**src/mgt_consts.svh**
```systemverilog
// timing counts and reset values of the measurement gate time base
`ifndef MGT_CONSTS_SVH
`define MGT_CONSTS_SVH
`define MGT_DECADES 7
`define MGT_DIGIT_PRESET 4'h9
`define MGT_FIRST_PRESET 4'h0
`define MGT_DIGIT_LAST 4'h9
`define MGT_END_PULSE_NS 16
`define MGT_CLK_NS 8
`define MGT_END_PULSE_CYC ((`MGT_END_PULSE_NS + `MGT_CLK_NS - 1) / `MGT_CLK_NS)
`define MGT_HOLD_DEFAULT 32'h0000_1000
`define MGT_SEL_1MS 3'h0
`define MGT_ADDR_CTRL 12'h000
`define MGT_ADDR_STAT 12'h004
`define MGT_ADDR_COUNT 12'h008
`define MGT_CTRL_MODE_BIT 4
`define MGT_CTRL_HOLD_BIT 5
`define MGT_CTRL_INF_BIT 6
`endif

```
**src/mgt_pkg.sv**
```systemverilog
// shared types of the measurement gate time base
package mgt_pkg;
    // front panel controls as one packed group
    typedef struct packed {
        logic reset_button;
        logic reset_jack;
        logic manual_on;
        logic manual_off;
        logic external_window_in;
    } mgt_panel_t;
    // complementary window outputs and window lamp
    typedef struct packed {
        logic window_true;
        logic window_comp;
        logic window_lamp;
    } mgt_window_t;
    typedef enum logic [2:0] {
        MGT_HOLD_IDLE = 3'b001,
        MGT_HOLD_RUN = 3'b010,
        MGT_HOLD_FIRE = 3'b100
    } mgt_hold_t;
endpackage

```
**src/mgt_timebase.sv**
```systemverilog
// measurement window time base, gate control, readout enable and hold timer
//
// Summary of operation
// seven cascaded divide-by-ten reference decades
// decades step on falling edge of predecessor
// chain clear presets divider to 9999990
// reset high while button or jack high
// reset high forces window closed
// window async set/clear beat J-K clock
// manual on opens, manual off closes
// external rising edge opens window when off
// external falling edge closes window when off
// interval mode ignores manual and external inputs
// chain clear rising edge sets arming latch
// window end pulse clears arming latch
// toggle flop J=arming, K=own output, cleared
// selected decade clocks toggle; outputs feed window
// J-K falling-edge hold/clear/set/toggle table
// window clocked by gated reference falling edge
// complementary window outputs and window lamp
// short low end pulse when window closes
// readout enable held low in manual, no-hold
// otherwise readout enable on end or reset
// hold timer inhibited while open or infinite
// finite hold fires one chain-clear pulse
// reference gated to window only in interval mode
// selector picks one of last five decades
// chain clear on hold pulse or reset
// synchronised inputs, single-cycle set strobes
//
// Implementation choices: the APB slave port and the register offsets.
`include "mgt_consts.svh"
module mgt_timebase
    import mgt_pkg::*;
#(
    parameter logic [31:0] HOLD_CYCLES = `MGT_HOLD_DEFAULT
)
(
    input wire logic pclk,
    input wire logic presetn,
    input wire logic psel,
    input wire logic penable,
    input wire logic pwrite,
    input wire logic [11:0] paddr,
    input wire logic [31:0] pwdata,
    output logic [31:0] prdata,
    output logic pready,
    output logic pslverr,
    input wire logic reference_in,
    input wire mgt_panel_t panel,
    output mgt_window_t window_out,
    output logic window_end_n,
    output logic readout_enable_n,
    output logic chain_clear,
    output logic reset_level
);

    // ****************************************************************
    // register map
    // ****************************************************************
    localparam logic [11:0] ADDR_CTRL = `MGT_ADDR_CTRL;
    localparam logic [11:0] ADDR_STAT = `MGT_ADDR_STAT;
    localparam logic [11:0] ADDR_COUNT = `MGT_ADDR_COUNT;

    logic [2:0] interval_sel_q;  // 0..4 = 1e3..1e7
    logic interval_mode_q;       // high selects timed window
    logic hold_switch_q;         // manual gate storage on
    logic hold_infinite_q;
    logic [3:0] digit_q [0:`MGT_DECADES-1];
    logic window_q;
    logic arming_latch_q;
    logic interval_toggle_flop_q;

    wire logic apb_wr = psel && penable && pwrite;
    assign pready = 1'b1;
    assign pslverr = psel && penable && (paddr != ADDR_CTRL) && (paddr != ADDR_STAT) && (paddr != ADDR_COUNT);

    // control register, written in the access phase
    always_ff @(posedge pclk or negedge presetn)
    begin
        if (!presetn)
        begin
            interval_sel_q <= `MGT_SEL_1MS;
            interval_mode_q <= 1'b0;
            hold_switch_q <= 1'b0;
            hold_infinite_q <= 1'b0;
        end
        else if (apb_wr && paddr == ADDR_CTRL)
        begin
            // selections above 4 clamp to the slowest tap
            interval_sel_q <= (pwdata[2:0] > 3'h4) ? 3'h4 : pwdata[2:0];
            interval_mode_q <= pwdata[`MGT_CTRL_MODE_BIT];
            hold_switch_q <= pwdata[`MGT_CTRL_HOLD_BIT];
            hold_infinite_q <= pwdata[`MGT_CTRL_INF_BIT];
        end
    end

    // read data is caught in the setup phase so it stands from a flop through the access phase;
    // the price is that status bits are one cycle old when the transfer completes
    always_ff @(posedge pclk or negedge presetn)
    begin
        if (!presetn)
            prdata <= 32'h0000_0000;
        else if (psel && !penable)
        begin
            // unmapped reads return zero with an error
            case (paddr)
                ADDR_CTRL: prdata <= {25'h0, hold_infinite_q, hold_switch_q, interval_mode_q, 1'b0, interval_sel_q};
                ADDR_STAT: prdata <= {28'h0, chain_clear, interval_toggle_flop_q, arming_latch_q, window_q};
                ADDR_COUNT: prdata <= {4'h0, digit_q[6], digit_q[5], digit_q[4], digit_q[3], digit_q[2],
                    digit_q[1], digit_q[0]};
                default: prdata <= 32'h0000_0000;
            endcase
        end
    end

    // ****************************************************************
    // input synchronisers
    // ****************************************************************
    localparam int NSYNC = 6;
    logic [NSYNC-1:0] raw_in;
    logic [NSYNC-1:0] s1_q, s2_q, s3_q, clean_q;
    assign raw_in = {reference_in, panel.reset_button, panel.reset_jack, panel.manual_on, panel.manual_off,
        panel.external_window_in};

    // three flops; a change counts once the last two agree
    always_ff @(posedge pclk or negedge presetn)
    begin
        if (!presetn)
        begin
            s1_q <= '0;
            s2_q <= '0;
            s3_q <= '0;
            clean_q <= '0;
        end
        else
        begin
            s1_q <= raw_in;
            s2_q <= s1_q;
            s3_q <= s2_q;
            clean_q <= (s2_q & s3_q) | (clean_q & (s2_q | s3_q));
        end
    end

    wire logic ref_s = clean_q[5];
    wire logic man_on_s = clean_q[2];
    wire logic man_off_s = clean_q[1];
    wire logic ext_s = clean_q[0];
    logic ref_prev_q, ext_prev_q, clear_prev_q, window_prev_q;

    // ****************************************************************
    // reset input and chain clear
    // ****************************************************************
    logic hold_pulse;
    assign reset_level = clean_q[4] | clean_q[3];
    assign chain_clear = hold_pulse | reset_level;

    // ****************************************************************
    // reference decade divider
    // ****************************************************************
    wire logic ref_fall = ref_prev_q && !ref_s;
    logic [`MGT_DECADES:0] carry;
    assign carry[0] = ref_fall;

    genvar gi;
    generate
        for (gi = 0; gi < `MGT_DECADES; gi++)
        begin : g_decade
            // carry out when digit wraps 9 to 0: output bit falls then
            assign carry[gi+1] = carry[gi] && (digit_q[gi] == `MGT_DIGIT_LAST);
            always_ff @(posedge pclk or negedge presetn)
            begin
                if (!presetn)
                    digit_q[gi] <= (gi == 0) ? `MGT_FIRST_PRESET : `MGT_DIGIT_PRESET;
                else if (chain_clear)
                    digit_q[gi] <= (gi == 0) ? `MGT_FIRST_PRESET : `MGT_DIGIT_PRESET;
                else if (carry[gi])
                    digit_q[gi] <= (digit_q[gi] == `MGT_DIGIT_LAST) ? 4'h0 : digit_q[gi] + 4'h1;
            end
        end
    endgenerate

    // interval toggle clocked by falling edge of chosen decade output
    wire logic tap_fall = carry[3'd3 + interval_sel_q];

    // J-K next state, shared by both flops
    function automatic logic jk_next(input logic q, input logic j, input logic k);
        case ({j, k})
            2'b00: jk_next = q;
            2'b01: jk_next = 1'b0;
            2'b10: jk_next = 1'b1;
            default: jk_next = ~q;
        endcase
    endfunction

    // ****************************************************************
    // edge history
    // ****************************************************************
    always_ff @(posedge pclk or negedge presetn)
    begin
        if (!presetn)
        begin
            ref_prev_q <= 1'b0;
            ext_prev_q <= 1'b0;
            clear_prev_q <= 1'b0;
            window_prev_q <= 1'b0;
        end
        else
        begin
            ref_prev_q <= ref_s;
            ext_prev_q <= ext_s;
            clear_prev_q <= chain_clear;
            window_prev_q <= window_q;
        end
    end

    // ****************************************************************
    // arming latch and interval toggle
    // ****************************************************************
    logic [1:0] end_cnt_q;
    wire logic clear_rise = chain_clear && !clear_prev_q;

    // set strobe wins over the end pulse clear
    always_ff @(posedge pclk or negedge presetn)
    begin
        if (!presetn)
            arming_latch_q <= 1'b0;
        else if (clear_rise)
            arming_latch_q <= 1'b1;
        else if (!window_end_n)
            arming_latch_q <= 1'b0;
    end

    always_ff @(posedge pclk or negedge presetn)
    begin
        if (!presetn)
            interval_toggle_flop_q <= 1'b0;
        else if (chain_clear)
            interval_toggle_flop_q <= 1'b0;
        else if (tap_fall)
            interval_toggle_flop_q <= jk_next(interval_toggle_flop_q, arming_latch_q,
                interval_toggle_flop_q);
    end

    // ****************************************************************
    // window flip-flop
    // ****************************************************************
    wire logic manual_en = !interval_mode_q;
    wire logic ext_rise = ext_s && !ext_prev_q;
    wire logic ext_fall = !ext_s && ext_prev_q;
    // direct set: manual on, or external rising strobe under manual off
    wire logic win_set = manual_en && (man_on_s || (man_off_s && ext_rise));
    // direct clear: reset, or manual off with external low
    wire logic win_clr = reset_level || (manual_en && man_off_s && (!ext_s || ext_fall));
    wire logic win_clk = interval_mode_q && ref_fall;

    always_ff @(posedge pclk or negedge presetn)
    begin
        if (!presetn)
            window_q <= 1'b0;
        else if (win_clr)
            window_q <= 1'b0;
        else if (win_set)
            window_q <= 1'b1;
        else if (win_clk)
            window_q <= jk_next(window_q, interval_toggle_flop_q, !interval_toggle_flop_q);
    end

    // outputs come straight from the window flop
    assign window_out.window_true = window_q;
    assign window_out.window_comp = !window_q;
    assign window_out.window_lamp = window_q;

    // ****************************************************************
    // window end pulse and readout enable
    // ****************************************************************
    always_ff @(posedge pclk or negedge presetn)
    begin
        if (!presetn)
            end_cnt_q <= 2'h0;
        else if (window_prev_q && !window_q)
            end_cnt_q <= 2'(`MGT_END_PULSE_CYC);
        else if (end_cnt_q != 2'h0)
            end_cnt_q <= end_cnt_q - 2'h1;
    end
    assign window_end_n = (end_cnt_q == 2'h0);

    always_ff @(posedge pclk or negedge presetn)
    begin
        if (!presetn)
            readout_enable_n <= 1'b1;
        else if (!interval_mode_q && !hold_switch_q)
            readout_enable_n <= 1'b0;
        else
            readout_enable_n <= !(!window_end_n || reset_level);
    end

    // ****************************************************************
    // display hold timer
    // ****************************************************************
    mgt_hold_t hold_state_q;
    logic [31:0] hold_cnt_q;
    wire logic hold_inhibit = window_q || hold_infinite_q;

    always_ff @(posedge pclk or negedge presetn)
    begin
        if (!presetn)
        begin
            hold_state_q <= MGT_HOLD_IDLE;
            hold_cnt_q <= 32'h0;
        end
        else
        begin
            case (hold_state_q)
                MGT_HOLD_IDLE:
                begin
                    hold_cnt_q <= 32'h0;
                    if (!hold_inhibit && !arming_latch_q && !chain_clear)
                        hold_state_q <= MGT_HOLD_RUN;
                end
                MGT_HOLD_RUN:
                begin
                    if (hold_inhibit || arming_latch_q)
                        hold_state_q <= MGT_HOLD_IDLE;
                    else if (hold_cnt_q >= HOLD_CYCLES - 32'h1)
                        hold_state_q <= MGT_HOLD_FIRE;
                    else
                        hold_cnt_q <= hold_cnt_q + 32'h1;
                end
                MGT_HOLD_FIRE: hold_state_q <= MGT_HOLD_IDLE;
                default: hold_state_q <= MGT_HOLD_IDLE;
            endcase
        end
    end
    assign hold_pulse = (hold_state_q == MGT_HOLD_FIRE);

    // ****************************************************************
    // assertions
    // ****************************************************************
    a_reset_level: assert property (@(posedge pclk) disable iff (!presetn)
        (s2_q[4] && s3_q[4]) |=> reset_level) else $error("reset level not raised");
    a_reset_release: assert property (@(posedge pclk) disable iff (!presetn)
        (!s2_q[4] && !s3_q[4] && !s2_q[3] && !s3_q[3]) |=> !reset_level) else $error("reset level stuck");
    a_reset_closes: assert property (@(posedge pclk) disable iff (!presetn)
        reset_level |=> !window_q) else $error("window open during reset");
    a_preset_chain: assert property (@(posedge pclk) disable iff (!presetn)
        chain_clear |=> (digit_q[0] == 4'h0 && digit_q[6] == 4'h9)) else $error("chain preset wrong");
    a_arm_set: assert property (@(posedge pclk) disable iff (!presetn)
        $rose(chain_clear) |=> arming_latch_q) else $error("arming latch not set");
    a_end_pulse: assert property (@(posedge pclk) disable iff (!presetn)
        $fell(window_q) |=> !window_end_n) else $error("no end pulse");
    a_end_clears_arm: assert property (@(posedge pclk) disable iff (!presetn)
        (!window_end_n && !clear_rise) |=> !arming_latch_q) else $error("arming latch not cleared");
    a_toggle_clear: assert property (@(posedge pclk) disable iff (!presetn)
        chain_clear |=> !interval_toggle_flop_q) else $error("toggle not cleared");
    a_interval_ignore: assert property (@(posedge pclk) disable iff (!presetn)
        (interval_mode_q && !reset_level && !win_clk) |=> window_q == $past(window_q))
        else $error("manual input touched window");
    a_ext_opens: assert property (@(posedge pclk) disable iff (!presetn)
        (manual_en && man_off_s && ext_rise && !reset_level) |=> window_q) else $error("external rise ignored");
    a_digit_step: assert property (@(posedge pclk) disable iff (!presetn)
        (carry[0] && !chain_clear && digit_q[0] != 4'h9) |=> digit_q[0] == $past(digit_q[0]) + 4'h1)
        else $error("first decade did not step");
    a_readout_manual: assert property (@(posedge pclk) disable iff (!presetn)
        (!interval_mode_q && !hold_switch_q) |=> !readout_enable_n) else $error("readout not held");
    a_hold_inhibit: assert property (@(posedge pclk) disable iff (!presetn)
        window_q |-> !hold_pulse ##1 !hold_pulse) else $error("hold fired while open");
    c_window_open: cover property (@(posedge pclk) disable iff (!presetn) $rose(window_q));
    c_window_close: cover property (@(posedge pclk) disable iff (!presetn) $fell(window_q) && interval_mode_q);
    c_hold_fire: cover property (@(posedge pclk) disable iff (!presetn) hold_pulse);
    c_ext_open: cover property (@(posedge pclk) disable iff (!presetn) ext_rise && win_set);
    c_interval_arm: cover property (@(posedge pclk) disable iff (!presetn) $rose(interval_toggle_flop_q));

endmodule

```
**config.mk**
```make
export PLATFORM = sky130hd
export DESIGN_NAME = mgt_timebase
export DESIGN_NICKNAME = d
export VERILOG_FILES = /design/src/mgt_pkg.sv /design/src/mgt_timebase.sv
export VERILOG_INCLUDE_DIRS = /design/src /design/src/src
export SDC_FILE = /design/constraint.sdc
export NUM_CORES = 1
export LEC_CHECK = 0
export ABC_AREA = 1
export BUFFER_PORTS_ARGS = -buffer_cell sky130_fd_sc_hd__buf_2
export CAP_MARGIN = 20
export CORE_MARGIN = 1.5
export CORE_UTILIZATION = 51
export CTS_BUF_LIST = sky130_fd_sc_hd__clkbuf_16
export DETAILED_ROUTE_END_ITERATION = 16
export HOLD_SLACK_MARGIN = 0.12
export MAX_ROUTING_LAYER = met4
export PLACE_DENSITY = 0.85
export SLEW_MARGIN = 5
export SYNTH_ARGS = -nofsm -noshare
export SYNTH_HDL_FRONTEND = slang
export SYNTH_SLANG_ARGS = --single-unit
```
**constraint.sdc**
```tcl
create_clock -name pclk -period 1.75 [get_ports pclk]
set_input_delay 0.0875 -clock pclk [delete_from_list [all_inputs] [get_ports pclk]]
set_output_delay 0.0875 -clock pclk [all_outputs]
set_load 0.05 [all_outputs]
```
==> results.tsv, run 1 <==
stage	metric	value	unit
outcome	status	finished, violations left	
outcome	failed_checks	setup timing	
detailed_routing	drt_iter0_drc	432	
critical_path	endpoint_kind	flop	
min_path	hold_start	penable	
sta	setup_viol_count_final	34	
clocking	cts_tree	done	
die	core.rowCount	39	
sta	slew_violations	0	
yosys	synth-edff-count	0	
pwr	p_total	0.00804	W
yosys	syn_area_per_cell	9.32	µm²
die	ios	96	
clocking	htree_levels	4	
critical_path	cp.required	2040	ps
final_layout	syn2layout_area_growth	30.5	%
clocking	clock_sinks	131	
grt	antenna_found_initial	0	
run	maxCapViolCount	0	
yosys	yosysMostFrequentCell	nand2_1	
critical_path	arrival	2110	ps
final_layout	drive_gt1_share	26.6	%
sta	finalHoldViolCount	0	
critical_path	timing.rr.start	arming_latch_q	
die	die_y	111	µm
sta	maxSlewHeadroom	61.8	%
sta	finalCriticalPeriod	1820	ps
yosys	ys_ff_latch	131	
yosys	ys_seq_area_share	55.8	%
detailed_routing	ant_nets	0	
pwr	power.density	1040	nW/µm²
yosys	synthCells	633	
critical_path	path_max_fanout	10	
detailed_routing	avgRoutedWirePerCell	16.2	µm
yosys	postSynth.asyncResetShare	100	%
grt	grt_max_degree	48	
grt	grt_overflow	0	
placement	port_buffers	64	
grt	grt_pass1_wl	23800	µm
die	die_x	111	µm
detailed_routing	vias	5114	
sta	clock_skew	5.88	ps
detailed_routing	via_per_inst	5.53	
critical_path	path_class	reg -> reg	
clocking	path_clk_slew	60	ps
yosys	ys.flop_type	dfrtp_1	
yosys	yosysTopAreaCell	dfrtp_1	
final_layout	n_antenna_cell	0	
clocking	clk_latency	420	ps
placement	hpwl	9040	µm
yosys	syn-cell-area	5900	µm²
pwr	ir_worst_vdd	0.843	mV
clocking	numCtsBuffers	17	
yosys	yosys_warnings	0	
grt	grt_pass1_vias	5186	
sta	setup_slack	-71.9	ps
placement	post-place-ws	-51.3	ps
yosys	netlist_top_cells_area	dfrtp_1 50%, nand2_1 7.6%, dfstp_2 6.2%	
die	dieArea	12200	µm²
yosys	yosysUniqueCellTypes	44	
die	start_util	51.9	%
min_path	min_path_type	in -> reg	
die	core_region_area	11400	µm²
grt	grt_usage	24.8	%
critical_path	setup.worst_path.start	arming_latch_q	
final_layout	final_util	67.7	%
sta	timing.fmax	549	MHz
detailed_routing	drc	0	
sta	fin_crit_sh	104	%
yosys	synth_common_cells	120 x nand2_1, 117 x dfrtp_1, 89 x inv_1, 56 x nor2_1, 43 x o21ai_0	
final_layout	nNetsFinal	840	
critical_path	cp-start-kind	flop	
detailed_routing	wl	15000	µm
detailed_routing	dr.pass1.iters	5	
clocking	cts_root_buf	clkbuf_16	
clocking	cts_max_path_buffers	2	
sta	rsz0062_at_grt	yes	
yosys	synth_top_cell_area_share	49.6	%
placement	place_congestion	0.894	
pwr	leakage	3.68	nW
sta	worstMarginPinSlew	573	ps
## worst max-delay path, cell delays in order, from the launching register on
cell	delay, ps
dfrtp_1	410
nor3_2	260
buf_4	180
nand2_4	60
nor3_2	110
nand4_1	210
nand2_4	220
inv_4	90
nand2_1	80
nand2_1	80
## layer usage
layer	routed length, µm	GRT usage [%]
met5	0	-
met4	466	9.91
met2	7830	42.5
met1	5880	28.7
met3	781	4.94
## per-stage QoR
step / std cells / setup TNS, ps / hold slack, ps / instance area (µm²)
3_5_place_dp: 863 / -166 / 115 / 6610
2_1_floorplan: 636 / 0 / -208 / 5920
6_report: 924 / -927 / 140 / 7700
4_1_cts: 916 / 0 / 122 / 7490
5_1_grt: 924 / -5400 / 152 / 7700
3_3_place_gp: 863 / 0 / 101 / 6610
## layout make-up
type | instances | area [µm²]
sequential | 131 | 3300
inverter | 92 | 350
fill | 782 | 3670
multi-input combinational | 394 | 2320
tap | 143 | 179
clock buffer | 17 | 425
clock inverter | 15 | 215
timing repair buffer | 132 | 920
## what timing repair did
action | CTS | global route
pin swaps | 3 | 16
resized for setup | 10 | 50
gates cloned | 1 | 0
setup endpoints to repair | 33 | 54
hold endpoints to repair | 102 | 0
hold buffers | 16 | 0
setup buffers | 4 | 8
## flip-flops by register name, indices dropped and copies added (netlist names), 2 cells and up
signal          cells
clean_q             6
s1_q                6
interval_sel_q      3
end_cnt_q           2
digit_q            28
s3_q                6
prdata             28
s2_q                6
hold_state_q        3
hold_cnt_q         32
## worst paths after layout
check | endpoint | slack (ps) | cells past startpoint
max reg2reg | hold_cnt_q[5] | -70 | 9
min | prdata[5] | 140 | 5
min in group asynchronous | interval_sel_q[1] | 220 | 2
max in group asynchronous | digit_q[20] | 850 | 3
max | hold_cnt_q[5] | -70 | 9
min reg2reg | s2_q[3] | 350 | 0
## power by group
group          switching, W  internal, W
clock               0.00130      0.00251
sequential        0.0000720      0.00317
combinational      0.000655     0.000331
total               0.00203      0.00601
## logic make-up (layout without fill, tap and decap cells)
kind of cell | count (synthesis) | after routing | share of synthesized area, %
DFF | 131 | 131 | 55.8
other | 2 | 5 | 0.127
buffers and inverters | 112 | 256 | 8.03
AOI/OAI and AO/OA | 114 | 114 | 11.6
and+or+nand+nor | 236 | 237 | 17.6
xor gates and xnor gates | 15 | 15 | 2.23
adders and majority gates | 23 | 23 | 4.62
## layout by cell type (no fill, tap or decap), types with 5 or more instances in the layout
master / synthesis / routed
a21oi_1: 27 / 26
buf_2: 1 / 62
buf_4: 8 / 48
bufinv_16: 0 / 5
clkbuf_16: 0 / 17
conb_1: 2 / 5
dfrtp_1: 117 / 117
dfstp_2: 14 / 14
dlygate4sd3_1: 0 / 16
ha_1: 17 / 14
inv_1: 89 / 87
maj3_1: 6 / 6
nand2_1: 120 / 109
nand2_2: 2 / 10
nand3_1: 22 / 19
nand4_1: 8 / 8
nor2_1: 56 / 51
nor2_4: 3 / 7
nor3_1: 11 / 9
o21ai_0: 43 / 36
o21ai_1: 0 / 5
o22ai_1: 12 / 12
o31ai_1: 17 / 17
xor2_1: 12 / 12
No activity file was read; power rests on OpenSTA's default activity.
==> inputs of run 2 (changes only) <==
--- a/config.mk
+++ b/config.mk
@@ -10,12 +10,12 @@
 export BUFFER_PORTS_ARGS = -buffer_cell sky130_fd_sc_hd__buf_2
 export CAP_MARGIN = 20
 export CORE_MARGIN = 1.5
-export CORE_UTILIZATION = 51
+export CORE_UTILIZATION = 55
 export CTS_BUF_LIST = sky130_fd_sc_hd__clkbuf_16
 export DETAILED_ROUTE_END_ITERATION = 16
 export HOLD_SLACK_MARGIN = 0.12
 export MAX_ROUTING_LAYER = met4
-export PLACE_DENSITY = 0.85
+export PLACE_DENSITY = 0.87
 export SLEW_MARGIN = 5
 export SYNTH_ARGS = -nofsm -noshare
 export SYNTH_HDL_FRONTEND = slang
==> constraint.sdc (replaced) <==
create_clock -name pclk -period 1.9 [get_ports pclk]
set_input_delay 0.095 -clock pclk [delete_from_list [all_inputs] [get_ports pclk]]
set_output_delay 0.095 -clock pclk [all_outputs]
set_load 0.05 [all_outputs]
==> run 2 against run 1 <==
Against the previous run:
- the run still ends with setup timing left
- final cell count decreased by 3.2%
- worst hold slack better by 54 ps
- clock power down 15%
- largest cell class unchanged
- highest routed layer unchanged
==> results.tsv, run 2 (synthesis gave the netlist of run 1 again) <==
stage	metric	value	unit
detailed_routing	via_per_inst	5.49	
grt	grt_usage	26.8	%
die	die_y	107	µm
final_layout	drive_gt1_share	22.8	%
run	maxCapViolCount	0	
critical_path	arrival	2220	ps
final_layout	top_regs	hold_cnt_q: 32 flops, digit_q: 28 flops, prdata: 28 flops	
detailed_routing	avgRoutedWirePerCell	16.0	µm
placement	hpwl	8840	µm
sta	finalHoldViolCount	0	
final_layout	fillers	714	
final_layout	syn2layout_area_growth	25.0	%
placement	port_buffers	64	
clocking	numCtsBuffers	17	
final_layout	nNetsFinal	817	
critical_path	cp_slowest_cell	dfrtp_1	
critical_path	path_max_fanout	9	
pwr	leakage	3.50	nW
clocking	cts_max_path_buffers	2	
final_layout	largest_register_ff_count	32	
clocking	path_clk_slew	60	ps
final_layout	n_antenna_cell	0	
critical_path	path_cells	nor3_2 -> nand2_2 -> nor3_2 -> nand4_1 -> nand2_4 -> buf_4 -> nand2_1 -> o21ai_0	
die	core.rowCount	37	
grt	grt_pass1_wl	22900	µm
die	die_x	107	µm
clocking	cts_root_buf	clkbuf_16	
critical_path	cp-start-kind	flop	
sta	timing.fmax	526	MHz
placement	post-place-ws	22.0	ps
grt	grt_pass1_vias	5043	
final_layout	mostFrequentLayoutCells	116 x dfrtp_1, 115 x nand2_1, 85 x inv_1	
critical_path	path_class	reg -> reg	
clocking	clock_sinks	131	
final_layout	regArea	3300	µm²
detailed_routing	ant_nets	0	
critical_path	endpoint_kind	flop	
final_layout	multi_input_area	2230	µm²
critical_path	cp.required	2210	ps
detailed_routing	drc	0	
sta	clock_skew	9.50	ps
sta	rsz0062_at_grt	yes	
die	start_util	56.9	%
detailed_routing	dr.pass1.iters	5	
final_layout	finish.cell_count_without_fillers	894	
pwr	ir_worst_vdd	0.673	mV
detailed_routing	wl	14300	µm
pwr	power.density	955	nW/µm²
outcome	failed_checks	setup timing	
sta	fin_crit_sh	100	%
grt	antenna_found_initial	0	
clocking	htree_levels	4	
detailed_routing	drt_iter0_drc	317	
sta	setup_viol_count_final	1	
sta	whs	194	ps
die	ios	96	
sta	setup_slack	-2.21	ps
placement	place_inst	834	
placement	place_congestion	0.906	
sta	finalCriticalPeriod	1900	ps
grt	grt_overflow	0	
final_layout	final_util	71.2	%
sta	fin_tns_setup	-2.21	ps
clocking	cts_tree	done	
critical_path	slowest_delay	390	ps
critical_path	crit_path_frequent_cell	nor3_2	
final_layout	regMostFlops	hold_cnt_q	
detailed_routing	vias	4911	
grt	grt_max_degree	68	
outcome	status	finished, violations left	
die	core_region_area	10400	µm²
die	dieArea	11400	µm²
final_layout	layout_commonest_cell	dfrtp_1	
min_path	min_path_type	in -> reg	
clocking	clk_latency	420	ps
sta	slew_violations	0	
==> run 2: changes by cell type in the layout (fill, tap and decap cells not counted), sizes merged <==
cell and delta:
buf -24, inv +6, bufinv -4, clkinvlp -2, dlygate4sd3 +2, nand2 -1
==> run 2: worst paths after layout <==
path	to	slack [ps]	cells past startpoint	startpoint
hold / removal	prdata[3]	190	6	psel
hold reg to reg	s2_q[2]	350	0	s1_q[2]
min in group asynchronous	prdata[5]	280	3	presetn
setup / recovery	hold_cnt_q[2]	-2	8	hold_infinite_q
setup reg to reg	hold_cnt_q[2]	-2	8	hold_infinite_q
max in group asynchronous	digit_q[24]	1070	3	presetn
==> run 2: area by class of cell <==
class,instances,area share [%]
clock buffer,17,5.77
multi-input combinational,393,30.3
timing repair buffer,110,10.0
tap,136,2.31
inverter,92,4.75
sequential,131,44.7
clock inverter,15,2.24
==> run 2: timing repair <==
| action | CTS | global route |
|---|---|---|
| setup buffers | 0 | 10 |
| endpoints found under the setup margin | 6 | 51 |
| hold buffers | 18 | 0 |
| pin swaps | 0 | 8 |
| resized for setup | 3 | 27 |
| hold endpoints to repair | 144 | 0 |
==> run 2: routing by layer <==
| metal | global-route usage [%] | wire, µm | vias up |
|---|---|---|---|
| li1 | - | - | 2299 |
| met1 | 29.5 | 5460 | 2350 |
| met2 | 46.1 | 7550 | 213 |
| met3 | 6.50 | 850 | 49 |
| met4 | 11.9 | 406 | 0 |
| met5 | - | 0 | - |
==> run 2: per-stage QoR <==
| step | cell area (µm²) | total power [W] |
|---|---|---|
| after floorplan | 5910 | 0.00353 |
| after global placement | 6440 | 0.00371 |
| after detailed placement | 6440 | 0.00377 |
| after CTS | 7220 | 0.00702 |
| after global routing | 7380 | 0.00731 |
| final | 7380 | 0.00705 |
==> run 2: worst max-delay path: cells and delay by family, from the launching register on <==
kind	cells	cell delay [ps]
compound gates	1	110
buf+inv	1	170
flops	1	390
simple gates	6	1120
==> run 2: power breakdown <==
part           internal, W  total [W]  switching, W
clock              0.00187    0.00323       0.00136
sequential         0.00292    0.00299     0.0000701
combinational     0.000261   0.000831      0.000570
total              0.00504    0.00705       0.00200
==> inputs of run 3 (changes only) <==
--- a/config.mk
+++ b/config.mk
@@ -11,7 +11,6 @@
 export CAP_MARGIN = 20
 export CORE_MARGIN = 1.5
 export CORE_UTILIZATION = 55
-export CTS_BUF_LIST = sky130_fd_sc_hd__clkbuf_16
 export DETAILED_ROUTE_END_ITERATION = 16
 export HOLD_SLACK_MARGIN = 0.12
 export MAX_ROUTING_LAYER = met4
==> run 3 against run 2 <==
Against the previous run:
- die area unchanged
- the flow now finishes without violations
- largest power group unchanged
- highest routed layer unchanged
- routed wire length shrank 2.7%
- non-clock buffer count down 2
- cell area is 0.25% lower
==> results.tsv, run 3 (synthesis gave the netlist of run 1 again) <==
stage	metric	value	unit
detailed_routing	drc	0	
die	dieArea	11400	µm²
clocking	cts_root_buf	clkbuf_8	
placement	place_congestion	0.906	
critical_path	path_cells	inv_2 -> ha_2 -> nand3_4 -> nor2_4 -> nand4_4 -> nor2_4 -> nand3_1 -> nand2_1 -> nand3_1 -> nand2_1 -> nor2_1	
critical_path	cp.required	2330	ps
pwr	p_sw_share	28.8	%
die	ios	96	
die	die_y	107	µm
outcome	status	finished clean	
clocking	numCtsBuffers	17	
final_layout	regArea	3300	µm²
final_layout	drive_gt1_share	21.8	%
sta	timing.fmax	543	MHz
detailed_routing	ant_nets	0	
final_layout	n_antenna_cell	0	
critical_path	critical_path.top_delay_family	simple AND/OR/NAND/NOR gates	
die	core_region_area	10400	µm²
clocking	path_clk_slew	70	ps
placement	hpwl	8840	µm
critical_path	slowest_delay	400	ps
final_layout	nNetsFinal	815	
sta	rsz0062_at_grt	yes	
critical_path	path_max_fanout	6	
pwr	switching_power	0.00200	W
pwr	internal_power	0.00496	W
final_layout	regMostFlops	hold_cnt_q	
sta	clock_skew	9.86	ps
sta	finalCriticalPeriod	1840	ps
detailed_routing	dr.pass1.iters	6	
detailed_routing	vias	4898	
run	maxCapViolCount	0	
grt	grt_overflow	0	
die	core.rowCount	37	
clocking	cts_max_path_buffers	2	
final_layout	largest_register_ff_count	32	
detailed_routing	wl	13900	µm
sta	fin_crit_sh	96.9	%
critical_path	cp-start-kind	flop	
clocking	htree_levels	4	
pwr	power.density	946	nW/µm²
pwr	pwr-share-clk	45.5	%
pwr	p_total	0.00696	W
detailed_routing	avgRoutedWirePerCell	15.6	µm
detailed_routing	via_per_inst	5.49	
final_layout	syn2layout_area_growth	24.7	%
critical_path	endpoint_kind	flop	
clocking	clk_latency	540	ps
pwr	p_seq_share	42.9	%
sta	setup_viol_count_final	0	
critical_path	cp_slowest_cell	dfrtp_1	
pwr	leakage	3.49	nW
clocking	clock_sinks	131	
critical_path	path_class	reg -> reg	
grt	grt_pass1_vias	5015	
die	die_x	107	µm
final_layout	final_util	71.0	%
grt	antenna_found_initial	0	
die	start_util	56.9	%
final_layout	multi_input_area	2220	µm²
final_layout	top_regs	hold_cnt_q: 32 flops, digit_q: 28 flops, prdata: 28 flops	
sta	slew_violations	0	
pwr	ir_worst_vdd	0.674	mV
grt	grt_usage	26.6	%
detailed_routing	drt_iter0_drc	344	
grt	grt_max_degree	68	
clocking	cts_tree	done	
pwr	p_comb_share	11.6	%
critical_path	arrival	2270	ps
placement	port_buffers	64	
sta	finalHoldViolCount	0	
grt	grt_pass1_wl	22800	µm
final_layout	mostFrequentLayoutCells	117 x nand2_1, 117 x dfrtp_1, 85 x inv_1	
final_layout	fillers	713	
min_path	min_path_type	in -> reg	
critical_path	worst-path-buf-inv	1	
==> run 3: cell types whose count changed in the layout (fill, tap and decap cells not counted), sizes merged <==
cell	before	now
buf	92	86
dlygate4sd3	18	22
==> run 3: final cells by class <==
| cell class | count | share of cell area, % |
|---|---|---|
| flip-flops and latches | 131 | 44.8 |
| clock buffers | 17 | 5.63 |
| inverters | 92 | 4.76 |
| clock inverters | 15 | 2.24 |
| multi-input cells | 393 | 30.2 |
| repair buffers | 108 | 10.0 |
| well taps | 136 | 2.31 |
==> run 3: repair_timing <==
action,in CTS,in global routing
setup endpoints to repair,3,56
pin swaps,0,4
endpoints found under the hold margin,152,0
hold buffers,22,0
buffers inserted,1,3
gates resized for setup,2,28
==> run 3: worst paths after layout <==
| kind | depth (start not counted) | startpoint | slack [ps] | to |
|---|---|---|---|---|
| setup reg to reg | 11 | digit_q[25] | 60 | interval_toggle_flop_q |
| max in group asynchronous | 3 | presetn | 1180 | digit_q[24] |
| min in group asynchronous | 3 | presetn | 150 | prdata[5] |
| hold / removal | 6 | paddr[2] | 140 | prdata[5] |
| hold reg to reg | 0 | s1_q[2] | 350 | s2_q[2] |
| setup / recovery | 11 | digit_q[25] | 60 | interval_toggle_flop_q |
==> run 3: power groups by stage <==
stage               combinational, W  sequential [W]  clock (W)
floorplan                   0.000505         0.00303          0
detailed placement          0.000732         0.00303          0
CTS                         0.000781         0.00299    0.00320
global route                0.000886         0.00300    0.00334
finish                      0.000807         0.00299    0.00317
global placement            0.000687         0.00302          0
==> run 3: routing by layer <==
layer | vias to the layer above | share of wire (%) | track usage [%]
li1 | 2288 | - | -
met1 | 2370 | 40 | 29.8
met2 | 189 | 52 | 45.3
met3 | 51 | 5.3 | 6.44
met4 | 0 | 2.9 | 11.5
met5 | - | 0 | -
==> run 3: through the flow <==
stage | setup TNS [ps] | setup slack [ps] | std cells | area [µm²] | hold slack [ps]
floorplan | 0 | 99.6 | 636 | 5910 | -201
global placement | 0 | 107 | 834 | 6440 | -82.8
detailed placement | 0 | 22.0 | 834 | 6440 | -83.0
CTS | 0 | 1.63 | 889 | 7250 | 160
global route | -117 | -64.7 | 892 | 7360 | 180
finish | 0 | 58.0 | 892 | 7360 | 137
==> run 3: worst reg2reg max path, cell delays in order (launching register included) <==
cell and delay (ps):
dfrtp_1 400, inv_2 80, ha_2 190, nand3_4 120, nor2_4 180, nand4_4 130, nor2_4 210, nand3_1 110
nand2_1 110, nand3_1 80, nand2_1 80, nor2_1 40
